File: src/dss_pkg.sv
// Shared constants and types of the dual-slope conversion sequencer
package dss_pkg;

    // Register byte offsets on the AXI4-Lite slave
    localparam logic [4:0] OFF_CTRL = 5'h00;
    localparam logic [4:0] OFF_STATE = 5'h04;
    localparam logic [4:0] OFF_RESULT = 5'h08;
    localparam logic [4:0] OFF_IRQ_STAT = 5'h0c;
    localparam logic [4:0] OFF_IRQ_EN = 5'h10;
    localparam logic [4:0] OFF_IRQ_CLR = 5'h14;
    localparam logic [4:0] OFF_LOADED = 5'h18;
    localparam logic [4:0] OFF_CONV_CNT = 5'h1c;

    // Decoded register index, NONE for an unmapped address
    typedef enum logic [3:0] {
        REG_CTRL, REG_STATE, REG_RESULT, REG_IRQ_STAT,
        REG_IRQ_EN, REG_IRQ_CLR, REG_LOADED, REG_CONV_CNT, REG_NONE
    } dss_reg_t;

    // Control register fields and reset value
    localparam int CTRL_VAR_LSB = 0;
    localparam int CTRL_USED_LSB = 4;
    localparam logic [7:0] CTRL_RESET = 8'h00;

    // Resolution variants
    localparam logic [1:0] VAR_16 = 2'h0;
    localparam logic [1:0] VAR_14 = 2'h1;
    localparam logic [1:0] VAR_12 = 2'h2;

    // Interrupt bit positions
    localparam int IRQ_DONE = 0;
    localparam int IRQ_OVER = 1;
    localparam int IRQ_LOAD = 2;
    localparam int IRQ_W = 3;

    // Input integrate length of the 16-bit variant, 2^15 clocks
    localparam int INT_COUNT_16 = 32768;

    // AXI responses
    localparam logic [1:0] RESP_OKAY = 2'h0;
    localparam logic [1:0] RESP_SLVERR = 2'h2;

    // Conversion phases
    typedef enum logic [1:0] {PH_AZ, PH_INT, PH_DEINT} dss_phase_t;

    // Latched result as it appears on the data lines
    typedef struct packed {
        logic overRange;
        logic polarity;
        logic [15:0] count;
    } dss_result_t;

    // Chip and byte disable lines, active low enables
    typedef struct packed {
        logic chipDisN;
        logic [2:0] byteDisN;
    } dss_disable_t;

endpackage

File: src/dss_sequencer.sv
// Dual-slope conversion sequencer with AXI4-Lite registers and gated result lines
//
// The register addresses and the AXI4-Lite interface to the registers were left to the implementer.
module dss_sequencer #(
    parameter int INT_CYCLES = dss_pkg::INT_COUNT_16
) (
    input wire logic clock,
    input wire logic rstn,
    // AXI4-Lite slave
    input wire logic [4:0] awaddr,
    input wire logic awvalid,
    output logic awready,
    input wire logic [31:0] wdata,
    input wire logic [3:0] wstrb,
    input wire logic wvalid,
    output logic wready,
    output logic [1:0] bresp,
    output logic bvalid,
    input wire logic bready,
    input wire logic [4:0] araddr,
    input wire logic arvalid,
    output logic arready,
    output logic [31:0] rdata,
    output logic [1:0] rresp,
    output logic rvalid,
    input wire logic rready,
    // Converter pins
    input wire logic runHold,
    input wire logic comparatorHigh,
    input wire dss_pkg::dss_disable_t disablePins,
    input wire logic chipEnableLoadStrobe,
    output logic conversionStatusOutput,
    output logic autoZeroSwitch,
    output logic inputSwitch,
    output logic referenceSwitch,
    output logic referenceNegative,
    output dss_pkg::dss_result_t dataOut,
    output logic [2:0] dataOeN,
    output logic irq
);

    // Address decode shared by the read and write paths
    function automatic dss_pkg::dss_reg_t decodeReg(input logic [4:0] addr);
        case (addr)
            dss_pkg::OFF_CTRL: decodeReg = dss_pkg::REG_CTRL;
            dss_pkg::OFF_STATE: decodeReg = dss_pkg::REG_STATE;
            dss_pkg::OFF_RESULT: decodeReg = dss_pkg::REG_RESULT;
            dss_pkg::OFF_IRQ_STAT: decodeReg = dss_pkg::REG_IRQ_STAT;
            dss_pkg::OFF_IRQ_EN: decodeReg = dss_pkg::REG_IRQ_EN;
            dss_pkg::OFF_IRQ_CLR: decodeReg = dss_pkg::REG_IRQ_CLR;
            dss_pkg::OFF_LOADED: decodeReg = dss_pkg::REG_LOADED;
            dss_pkg::OFF_CONV_CNT: decodeReg = dss_pkg::REG_CONV_CNT;
            default: decodeReg = dss_pkg::REG_NONE;
        endcase
    endfunction

    localparam logic [16:0] INT_LEN_16 = 17'(INT_CYCLES);

    // Pin synchronisers: run/hold, comparator, four disables, load strobe
    logic [6:0] pinMeta_q;
    logic [6:0] pinSync_q;
    logic loadPrev_q;
    logic runS;
    logic compS;
    logic loadS;
    dss_pkg::dss_disable_t disS;

    // Registers
    logic [7:0] ctrl_q;
    logic [dss_pkg::IRQ_W-1:0] irqStat_q;
    logic [dss_pkg::IRQ_W-1:0] irqEn_q;
    dss_pkg::dss_result_t result_q;
    dss_pkg::dss_result_t loaded_q;
    logic [15:0] convCnt_q;

    // Sequencer state
    dss_pkg::dss_phase_t phase_q;
    logic [16:0] cnt_q;
    logic crossed_q;
    logic positive_q;
    logic [15:0] crossCount_q;
    logic latchPend_q;
    logic overPend_q;
    logic latchDone_q;
    logic statusFall_q;
    logic status_q;

    // AXI holding registers
    logic awHeld_q;
    logic [4:0] awAddr_q;
    logic wHeld_q;
    logic [31:0] wData_q;
    logic [3:0] wStrb_q;
    logic bvalid_q;
    logic [1:0] bresp_q;
    logic rvalid_q;
    logic [31:0] rdata_q;
    logic [1:0] rresp_q;

    // Derived lengths and events
    logic [1:0] variant;
    logic [16:0] intLen;
    logic [16:0] deintLen;
    logic crossEvt;
    logic deintEnd;
    logic cutShort;
    logic [2:0] groupEn;
    logic selected;
    logic loadEvt;
    logic wrDo;
    logic [dss_pkg::IRQ_W-1:0] irqSet;
    logic [dss_pkg::IRQ_W-1:0] irqClr;
    dss_pkg::dss_reg_t wrReg;
    dss_pkg::dss_disable_t disEff;

    // Two flops on every pin; only stage two is read by logic
    always_ff @(posedge clock or negedge rstn) begin
        if (!rstn) begin
            pinMeta_q <= 7'h0f;
            pinSync_q <= 7'h0f;
        end else begin
            pinMeta_q <= {chipEnableLoadStrobe, comparatorHigh, runHold, disablePins};
            pinSync_q <= pinMeta_q;
        end
    end

    always_ff @(posedge clock or negedge rstn) begin
        if (!rstn) begin
            loadPrev_q <= 1'b0;
        end else begin
            loadPrev_q <= loadS;
        end
    end

    assign disS = pinSync_q[3:0];
    assign runS = pinSync_q[4];
    assign compS = pinSync_q[5];
    assign loadS = pinSync_q[6];

    // Lengths scale by variant: 14-bit is a quarter, 12-bit a sixteenth
    assign variant = ctrl_q[dss_pkg::CTRL_VAR_LSB +: 2];
    always_comb begin
        case (variant)
            dss_pkg::VAR_14: intLen = INT_LEN_16 >> 2;
            dss_pkg::VAR_12: intLen = INT_LEN_16 >> 4;
            default: intLen = INT_LEN_16;
        endcase
    end
    assign deintLen = {intLen[15:0], 1'b0};

    // Crossing is the registered comparator leaving the input polarity
    assign crossEvt = (phase_q == dss_pkg::PH_DEINT) && !crossed_q
        && (compS != positive_q);
    assign deintEnd = (phase_q == dss_pkg::PH_DEINT) && (cnt_q == deintLen - 17'h00001);
    assign cutShort = (phase_q == dss_pkg::PH_DEINT) && crossed_q && !runS;

    // Phase sequencing; auto-zero lasts at least the input integrate length, longer while run/hold is low
    always_ff @(posedge clock or negedge rstn) begin
        if (!rstn) begin
            phase_q <= dss_pkg::PH_AZ;
            cnt_q <= 17'h00000;
            positive_q <= 1'b0;
        end else begin
            case (phase_q)
                dss_pkg::PH_AZ: begin
                    if (cnt_q >= intLen - 17'h00001) begin
                        if (runS) begin
                            phase_q <= dss_pkg::PH_INT;
                            cnt_q <= 17'h00000;
                        end
                    end else begin
                        cnt_q <= cnt_q + 17'h00001;
                    end
                end
                dss_pkg::PH_INT: begin
                    if (cnt_q == intLen - 17'h00001) begin
                        phase_q <= dss_pkg::PH_DEINT;
                        positive_q <= compS;
                        cnt_q <= 17'h00000;
                    end else begin
                        cnt_q <= cnt_q + 17'h00001;
                    end
                end
                dss_pkg::PH_DEINT: begin
                    // Full length keeps the cycle at four times intLen whatever the result
                    if (cutShort || deintEnd) begin
                        phase_q <= dss_pkg::PH_AZ;
                        cnt_q <= 17'h00000;
                    end else begin
                        cnt_q <= cnt_q + 17'h00001;
                    end
                end
                default: begin
                    phase_q <= dss_pkg::PH_AZ;
                    cnt_q <= 17'h00000;
                end
            endcase
        end
    end

    // Crossing capture: count of reference clocks up to the crossing
    always_ff @(posedge clock or negedge rstn) begin
        if (!rstn) begin
            crossed_q <= 1'b0;
            crossCount_q <= 16'h0000;
        end else if (phase_q != dss_pkg::PH_DEINT) begin
            crossed_q <= 1'b0;
        end else if (crossEvt) begin
            crossed_q <= 1'b1;
            crossCount_q <= cnt_q[15:0];
        end
    end

    // Latch one clock after crossing or overload; status falls only once the
    // pins already show the new result, so its falling edge marks stable data
    always_ff @(posedge clock or negedge rstn) begin
        if (!rstn) begin
            latchPend_q <= 1'b0;
            overPend_q <= 1'b0;
            latchDone_q <= 1'b0;
            statusFall_q <= 1'b0;
            result_q <= '0;
        end else begin
            latchPend_q <= crossEvt || (deintEnd && !crossed_q);
            overPend_q <= deintEnd && !crossed_q && !crossEvt;
            latchDone_q <= latchPend_q;
            statusFall_q <= latchDone_q;
            if (latchPend_q) begin
                result_q.overRange <= overPend_q;
                result_q.polarity <= positive_q;
                result_q.count <= overPend_q ? cnt_q[15:0] : crossCount_q;
            end
        end
    end

    // Status output: high from integrate start until after the latch
    always_ff @(posedge clock or negedge rstn) begin
        if (!rstn) begin
            status_q <= 1'b0;
        end else if (phase_q == dss_pkg::PH_INT && cnt_q == 17'h00000) begin
            status_q <= 1'b1;
        end else if (statusFall_q) begin
            status_q <= 1'b0;
        end
    end

    // Analog switch drive; after the crossing the loop returns to auto-zero
    always_ff @(posedge clock or negedge rstn) begin
        if (!rstn) begin
            autoZeroSwitch <= 1'b1;
            inputSwitch <= 1'b0;
            referenceSwitch <= 1'b0;
            referenceNegative <= 1'b0;
        end else begin
            autoZeroSwitch <= (phase_q == dss_pkg::PH_AZ) || crossed_q;
            inputSwitch <= phase_q == dss_pkg::PH_INT;
            referenceSwitch <= (phase_q == dss_pkg::PH_DEINT) && !crossed_q;
            referenceNegative <= positive_q;
        end
    end
    assign conversionStatusOutput = status_q;

    // Unused disable lines float high, so they read as disabled
    assign disEff.chipDisN = disS.chipDisN | ~ctrl_q[dss_pkg::CTRL_USED_LSB + 3];
    assign disEff.byteDisN = disS.byteDisN | ~ctrl_q[dss_pkg::CTRL_USED_LSB +: 3];

    // A group drives when chip and its own byte disable are both low
    genvar g;
    generate
        for (g = 0; g < 3; g++) begin : gGroup
            assign groupEn[g] = !disEff.chipDisN && !disEff.byteDisN[g];
        end
    endgenerate
    assign selected = |groupEn;
    assign loadEvt = loadS && !loadPrev_q && selected;

    // Data lines come from flops; enables are low while driving
    always_ff @(posedge clock or negedge rstn) begin
        if (!rstn) begin
            dataOut <= '0;
            dataOeN <= 3'h7;
        end else begin
            dataOut <= result_q;
            dataOeN <= ~groupEn;
        end
    end

    // Load strobe snapshot and conversion counter
    always_ff @(posedge clock or negedge rstn) begin
        if (!rstn) begin
            loaded_q <= '0;
            convCnt_q <= 16'h0000;
        end else begin
            if (loadEvt) begin
                loaded_q <= result_q;
            end
            if (latchPend_q) begin
                convCnt_q <= convCnt_q + 16'h0001;
            end
        end
    end

    // AXI write: address and data taken in either order, then one response
    assign awready = !awHeld_q && !bvalid_q;
    assign wready = !wHeld_q && !bvalid_q;
    assign wrDo = awHeld_q && wHeld_q;
    assign wrReg = decodeReg(awAddr_q);

    always_ff @(posedge clock or negedge rstn) begin
        if (!rstn) begin
            awHeld_q <= 1'b0;
            awAddr_q <= 5'h00;
            wHeld_q <= 1'b0;
            wData_q <= 32'h00000000;
            wStrb_q <= 4'h0;
            bvalid_q <= 1'b0;
            bresp_q <= dss_pkg::RESP_OKAY;
        end else begin
            if (awvalid && awready) begin
                awHeld_q <= 1'b1;
                awAddr_q <= awaddr;
            end
            if (wvalid && wready) begin
                wHeld_q <= 1'b1;
                wData_q <= wdata;
                wStrb_q <= wstrb;
            end
            if (wrDo) begin
                awHeld_q <= 1'b0;
                wHeld_q <= 1'b0;
                bvalid_q <= 1'b1;
                bresp_q <= (wrReg == dss_pkg::REG_NONE) ? dss_pkg::RESP_SLVERR
                    : dss_pkg::RESP_OKAY;
            end else if (bvalid_q && bready) begin
                bvalid_q <= 1'b0;
            end
        end
    end
    assign bvalid = bvalid_q;
    assign bresp = bresp_q;

    // Writable fields all sit in byte lane 0
    always_ff @(posedge clock or negedge rstn) begin
        if (!rstn) begin
            ctrl_q <= dss_pkg::CTRL_RESET;
            irqEn_q <= '0;
        end else if (wrDo && wStrb_q[0]) begin
            if (wrReg == dss_pkg::REG_CTRL) begin
                ctrl_q <= wData_q[7:0];
            end
            if (wrReg == dss_pkg::REG_IRQ_EN) begin
                irqEn_q <= wData_q[dss_pkg::IRQ_W-1:0];
            end
        end
    end

    // Sticky interrupt status; a new event wins over a clear in the same cycle
    assign irqSet = {loadEvt, latchPend_q && overPend_q, latchPend_q};
    assign irqClr = (wrDo && wStrb_q[0] && wrReg == dss_pkg::REG_IRQ_CLR)
        ? wData_q[dss_pkg::IRQ_W-1:0] : '0;

    always_ff @(posedge clock or negedge rstn) begin
        if (!rstn) begin
            irqStat_q <= '0;
        end else begin
            irqStat_q <= (irqStat_q & ~irqClr) | irqSet;
        end
    end
    assign irq = |(irqStat_q & irqEn_q);

    // AXI read: one cycle answer, unmapped addresses get SLVERR and zero
    assign arready = !rvalid_q;

    always_ff @(posedge clock or negedge rstn) begin
        if (!rstn) begin
            rvalid_q <= 1'b0;
            rdata_q <= 32'h00000000;
            rresp_q <= dss_pkg::RESP_OKAY;
        end else if (arvalid && arready) begin
            rvalid_q <= 1'b1;
            rresp_q <= dss_pkg::RESP_OKAY;
            case (decodeReg(araddr))
                dss_pkg::REG_CTRL: rdata_q <= {24'h000000, ctrl_q};
                dss_pkg::REG_STATE: rdata_q <= {27'h0000000, crossed_q, status_q,
                    runS, phase_q};
                dss_pkg::REG_RESULT: rdata_q <= {14'h0000, result_q};
                dss_pkg::REG_IRQ_STAT: rdata_q <= {29'h00000000, irqStat_q};
                dss_pkg::REG_IRQ_EN: rdata_q <= {29'h00000000, irqEn_q};
                dss_pkg::REG_LOADED: rdata_q <= {14'h0000, loaded_q};
                dss_pkg::REG_CONV_CNT: rdata_q <= {16'h0000, convCnt_q};
                dss_pkg::REG_IRQ_CLR: rdata_q <= 32'h00000000; // Write-only
                default: begin
                    rdata_q <= 32'h00000000;
                    rresp_q <= dss_pkg::RESP_SLVERR;
                end
            endcase
        end else if (rvalid_q && rready) begin
            rvalid_q <= 1'b0;
        end
    end
    assign rvalid = rvalid_q;
    assign rdata = rdata_q;
    assign rresp = rresp_q;

endmodule

File: config.mk
export PLATFORM = sky130hd
export DESIGN_NAME = dss_sequencer
export DESIGN_NICKNAME = d
export VERILOG_FILES = /design/src/dss_pkg.sv /design/src/dss_sequencer.sv
export SDC_FILE = /design/constraint.sdc
export NUM_CORES = 1
export LEC_CHECK = 0
export ABC_AREA = 0
export BUFFER_PORTS_ARGS = -buffer_cell sky130_fd_sc_hd__buf_2
export CORE_MARGIN = 5
export CORE_UTILIZATION = 51
export CTS_BUF_LIST = sky130_fd_sc_hd__clkbuf_16
export CTS_CLUSTER_DIAMETER = 50
export DETAILED_ROUTE_END_ITERATION = 6
export PLACE_DENSITY = 0.73
export SKIP_LAST_GASP = 1
export SYNTH_ARGS = -nofsm -noshare
export SYNTH_HDL_FRONTEND = slang
export SYNTH_SLANG_ARGS = --single-unit
File: constraint.sdc
create_clock -name clock -period 2.5 [get_ports clock]
set_clock_uncertainty 0.05 [all_clocks]
set_input_delay 0 -clock clock [delete_from_list [all_inputs] [get_ports clock]]
set_output_delay 0 -clock clock [all_outputs]
set_load 0.005 [all_outputs]
==> flow_metrics.tcl <==
set metrics [dict create \
    cap_violations 0 \
    grt_max_degree 69 \
    combinationalPowerShare_pct 12.9 \
    finalSetupViolCount 2 \
    clkLatencyLatePin_ns 0.43 \
    grt_antenna_before_repair 0 \
    fin_cells 1006 \
    clkPwrFrac_pct 37.2 \
    clkSinkCount 186 \
    crit_required_ns 2.81 \
    synth-seq-cells 186 \
    status "finished with violations" \
    yosys-top-cells-area "dfrtp_1 (55%), mux2_2 (8.5%), dfstp_2 (4.0%)" \
    power_frac_seq_pct 49.8 \
    cts.path.max_buffers 2 \
    power.switching_mw 1.778 \
    crit_fanout 7 \
    synth_top_area_share_pct 54.56 \
    yosys_warnings 0 \
    grt_pass1_vias 5815 \
    synth_common_cells "dfrtp_1 (174), mux2_2 (60), nand2_1 (48)" \
    worstSetupPathType "flip-flop to flip-flop" \
    syn_area_sq_um 7980 \
    rr_worst_depth 9 \
    failed_checks "negative setup slack" \
    routed_wl_microns 17930 \
    drtPass1Iterations 5 \
    critPathLaunch "ctrl_q[1]" \
    place.gp.congestion 0.8980 \
    cts_htree_levels 4 \
    synthFlopType "dfrtp_1" \
    hold_viol_final 0 \
    hpwl_microns 12340 \
    p_leak_nw 4.515 \
    core_region_area_sq_um 15260 \
    worstPathArrival_ns 2.82 \
    p_per_area_nw_per_um2 727.3 \
    avgSynthCellArea_sq_um 12.02 \
    irDropWorstVdd_v 0.0005592 \
    grt_pass1_wl_microns 29040 \
    antennaDiodeCount 0 \
    synth_edf_count 0 \
    yosys.area.top_type "dfrtp_1" \
    synth_seq_area_share_pct 58.51 \
    synthArstFlopShare_pct 100.0 \
    cp-end-kind "flip-flop" \
    start_util_pct 52.30 \
    layout_setup_ws_ns -0.005741 \
    hp-start "awvalid" \
    final_core_util_pct 63.09 \
    period_share_pct 100.2 \
    intPower_mw 5.223 \
    num_rows 45 \
    whs_ns 0.01515 \
    worst_r2r_startpoint "ctrl_q[1]" \
    crit_path_start_kind "flip-flop" \
    grt_use_total_pct 19.99 \
    avgRoutedWirePerCell_microns 17.82 \
    rsz0062_at_grt "true" \
    finalCriticalPeriod_ns 2.506 \
    netlist_instances 664 \
    cts_buffers 17 \
    dieHeight_microns 135.1 \
    worst_pin_slew_ns 1.186 \
    first_iter_violations 347 \
    drive_above_1_share_pct 30.69 \
    grt_overflow 0 \
    port_buffers 84 \
    finalMaxSlewViolations 0 \
    viasPerCell 5.655 \
    ant_nets 0 \
    clkTransAtPathRegs_ns 0.07 \
    cts_tree "done" \
    ioPinCount 128 \
    ys_types 67 \
    hp-class "input port to flip-flop" \
    hold_path_depth 3 \
    yosysMostFrequentCell "dfrtp_1" \
    sw_frac_of_total_pct 25.40 \
    clk_root_buffer_cell "clkbuf_16" \
    fmax_mhz 399.1 \
    die_x_microns 135.1 \
    relSlewSlack_pct 20.57 \
    nets 850 \
    dp_cells 943 \
    dieArea_sq_um 18250 \
    vias 5689 \
    drcViolationCount 0 \
    syn_to_final_growth_pct 20.63 \
]
-- final timing paths --
check	endpoint	slack, ns
max	cnt_q[12]	-0.006
min	awHeld_q	0.02
max reg2reg	cnt_q[12]	-0.006
min reg2reg	pinSync_q[5]	0.30
max in group asynchronous	dataOut[8]	1.53
min in group asynchronous	awAddr_q[1]	0.10
-- cell families after synthesis --
logic type	Yosys count	synth area share, %
flip-flops	186	58.51
AND/OR/NAND/NOR	164	10.98
AO/OA/AOI/OAI	141	11.95
multiplexers	80	10.98
buffers and inverters	67	4.421
XOR/XNOR	17	1.866
adder cells (fa/ha/maj)	8	1.254
other	1	0.04699
-- per-stage QoR --
step / setup TNS (ns) / power, mW / area (sq um) / worst slack (ns)
CTS: 0 / 6.963 / 9535 / 0.002232
global route: -0.9252 / 7.286 / 9627 / -0.1065
global placement: -0.1943 / 4.202 / 8613 / -0.03192
finish: -0.01018 / 7.001 / 9627 / -0.005741
detailed placement: -1.716 / 4.267 / 8613 / -0.1587
floorplan: 0 / 3.963 / 8036 / 0.02822
-- area by class of cell --
| type | instances | area [sq um] |
|---|---|---|
| well taps | 211 | 264.0 |
| fillers | 1130 | 5632 |
| clock buffers | 17 | 425.4 |
| repair buffers | 135 | 913.4 |
| inverters | 15 | 58.81 |
| multi-input cells | 427 | 3143 |
| flip-flops and latches | 186 | 4669 |
| clock inverters | 15 | 152.6 |
-- worst max-delay path: stages, from the launching register on --
cell and delay [ns]:
dfrtp_1 0.41, ha_4 0.30, inv_4 0.05, ha_4 0.22, a2111oi_4 0.28, o21a_2 0.23
a21oi_4 0.10, buf_4 0.16, or4_4 0.48, a21oi_2 0.15
-- metal layers --
layer | vias up | GRT usage (%) | wire length, microns
li1 | 2624 | - | -
met1 | 2845 | 25.75 | 7577
met2 | 185 | 32.91 | 8959
met3 | 35 | 5.067 | 956
met4 | 0 | 7.223 | 435
met5 | - | 0 | 0
-- placed cells by master (no fill, tap or decap), types with 5 or more instances in the layout --
cell           instances
o31ai_1               11
xnor2_1                9
inv_1                 13
dfstp_2               12
nor2_1                34
ha_1                   5
dfrtp_1              174
a222oi_1               5
buf_2                 83
conb_1                16
o21ai_0               25
or4_1                  8
mux2_2                60
a21oi_2                8
buf_4                 19
dlygate4sd3_1         27
nand3_1               14
or4_4                  5
nand4_1                8
a21o_1                 6
a22oi_1                9
a22o_1                 9
nand2_1               48
clkbuf_16             17
xor2_1                 8
mux2i_1               20
a21oi_1               40
and3_1                 6
-- flip-flops by register name, indices dropped and copies added (netlist names), 3 cells and up --
name          count
irqStat_q         3
pinMeta_q         7
pinSync_q         7
wData_q           8
convCnt_q        16
crossCount_q     16
loaded_q         18
rdata            18
dataOut          18
awAddr_q          5
dataOeN           3
ctrl_q            8
irqEn_q           3
cnt_q            17
result_q         18
-- power by group through the flow --
| stage | logic [mW] | registers [mW] | clock network [mW] |
|---|---|---|---|
| global placement | 0.688 | 3.51 | 0 |
| floorplan | 0.504 | 3.46 | 0 |
| finish | 0.906 | 3.49 | 2.61 |
| global route | 0.997 | 3.52 | 2.77 |
| CTS | 0.827 | 3.48 | 2.65 |
| detailed placement | 0.731 | 3.54 | 0 |
-- what timing repair did --
item	CTS	global route
endpoints found under the hold margin	90	0
endpoints found under the setup margin	16	16
buffers inserted	0	3
hold buffers	27	0
pin swaps	7	7
gates resized for setup	13	11
gates cloned	0	1
Power figures use the tool's default switching activity.
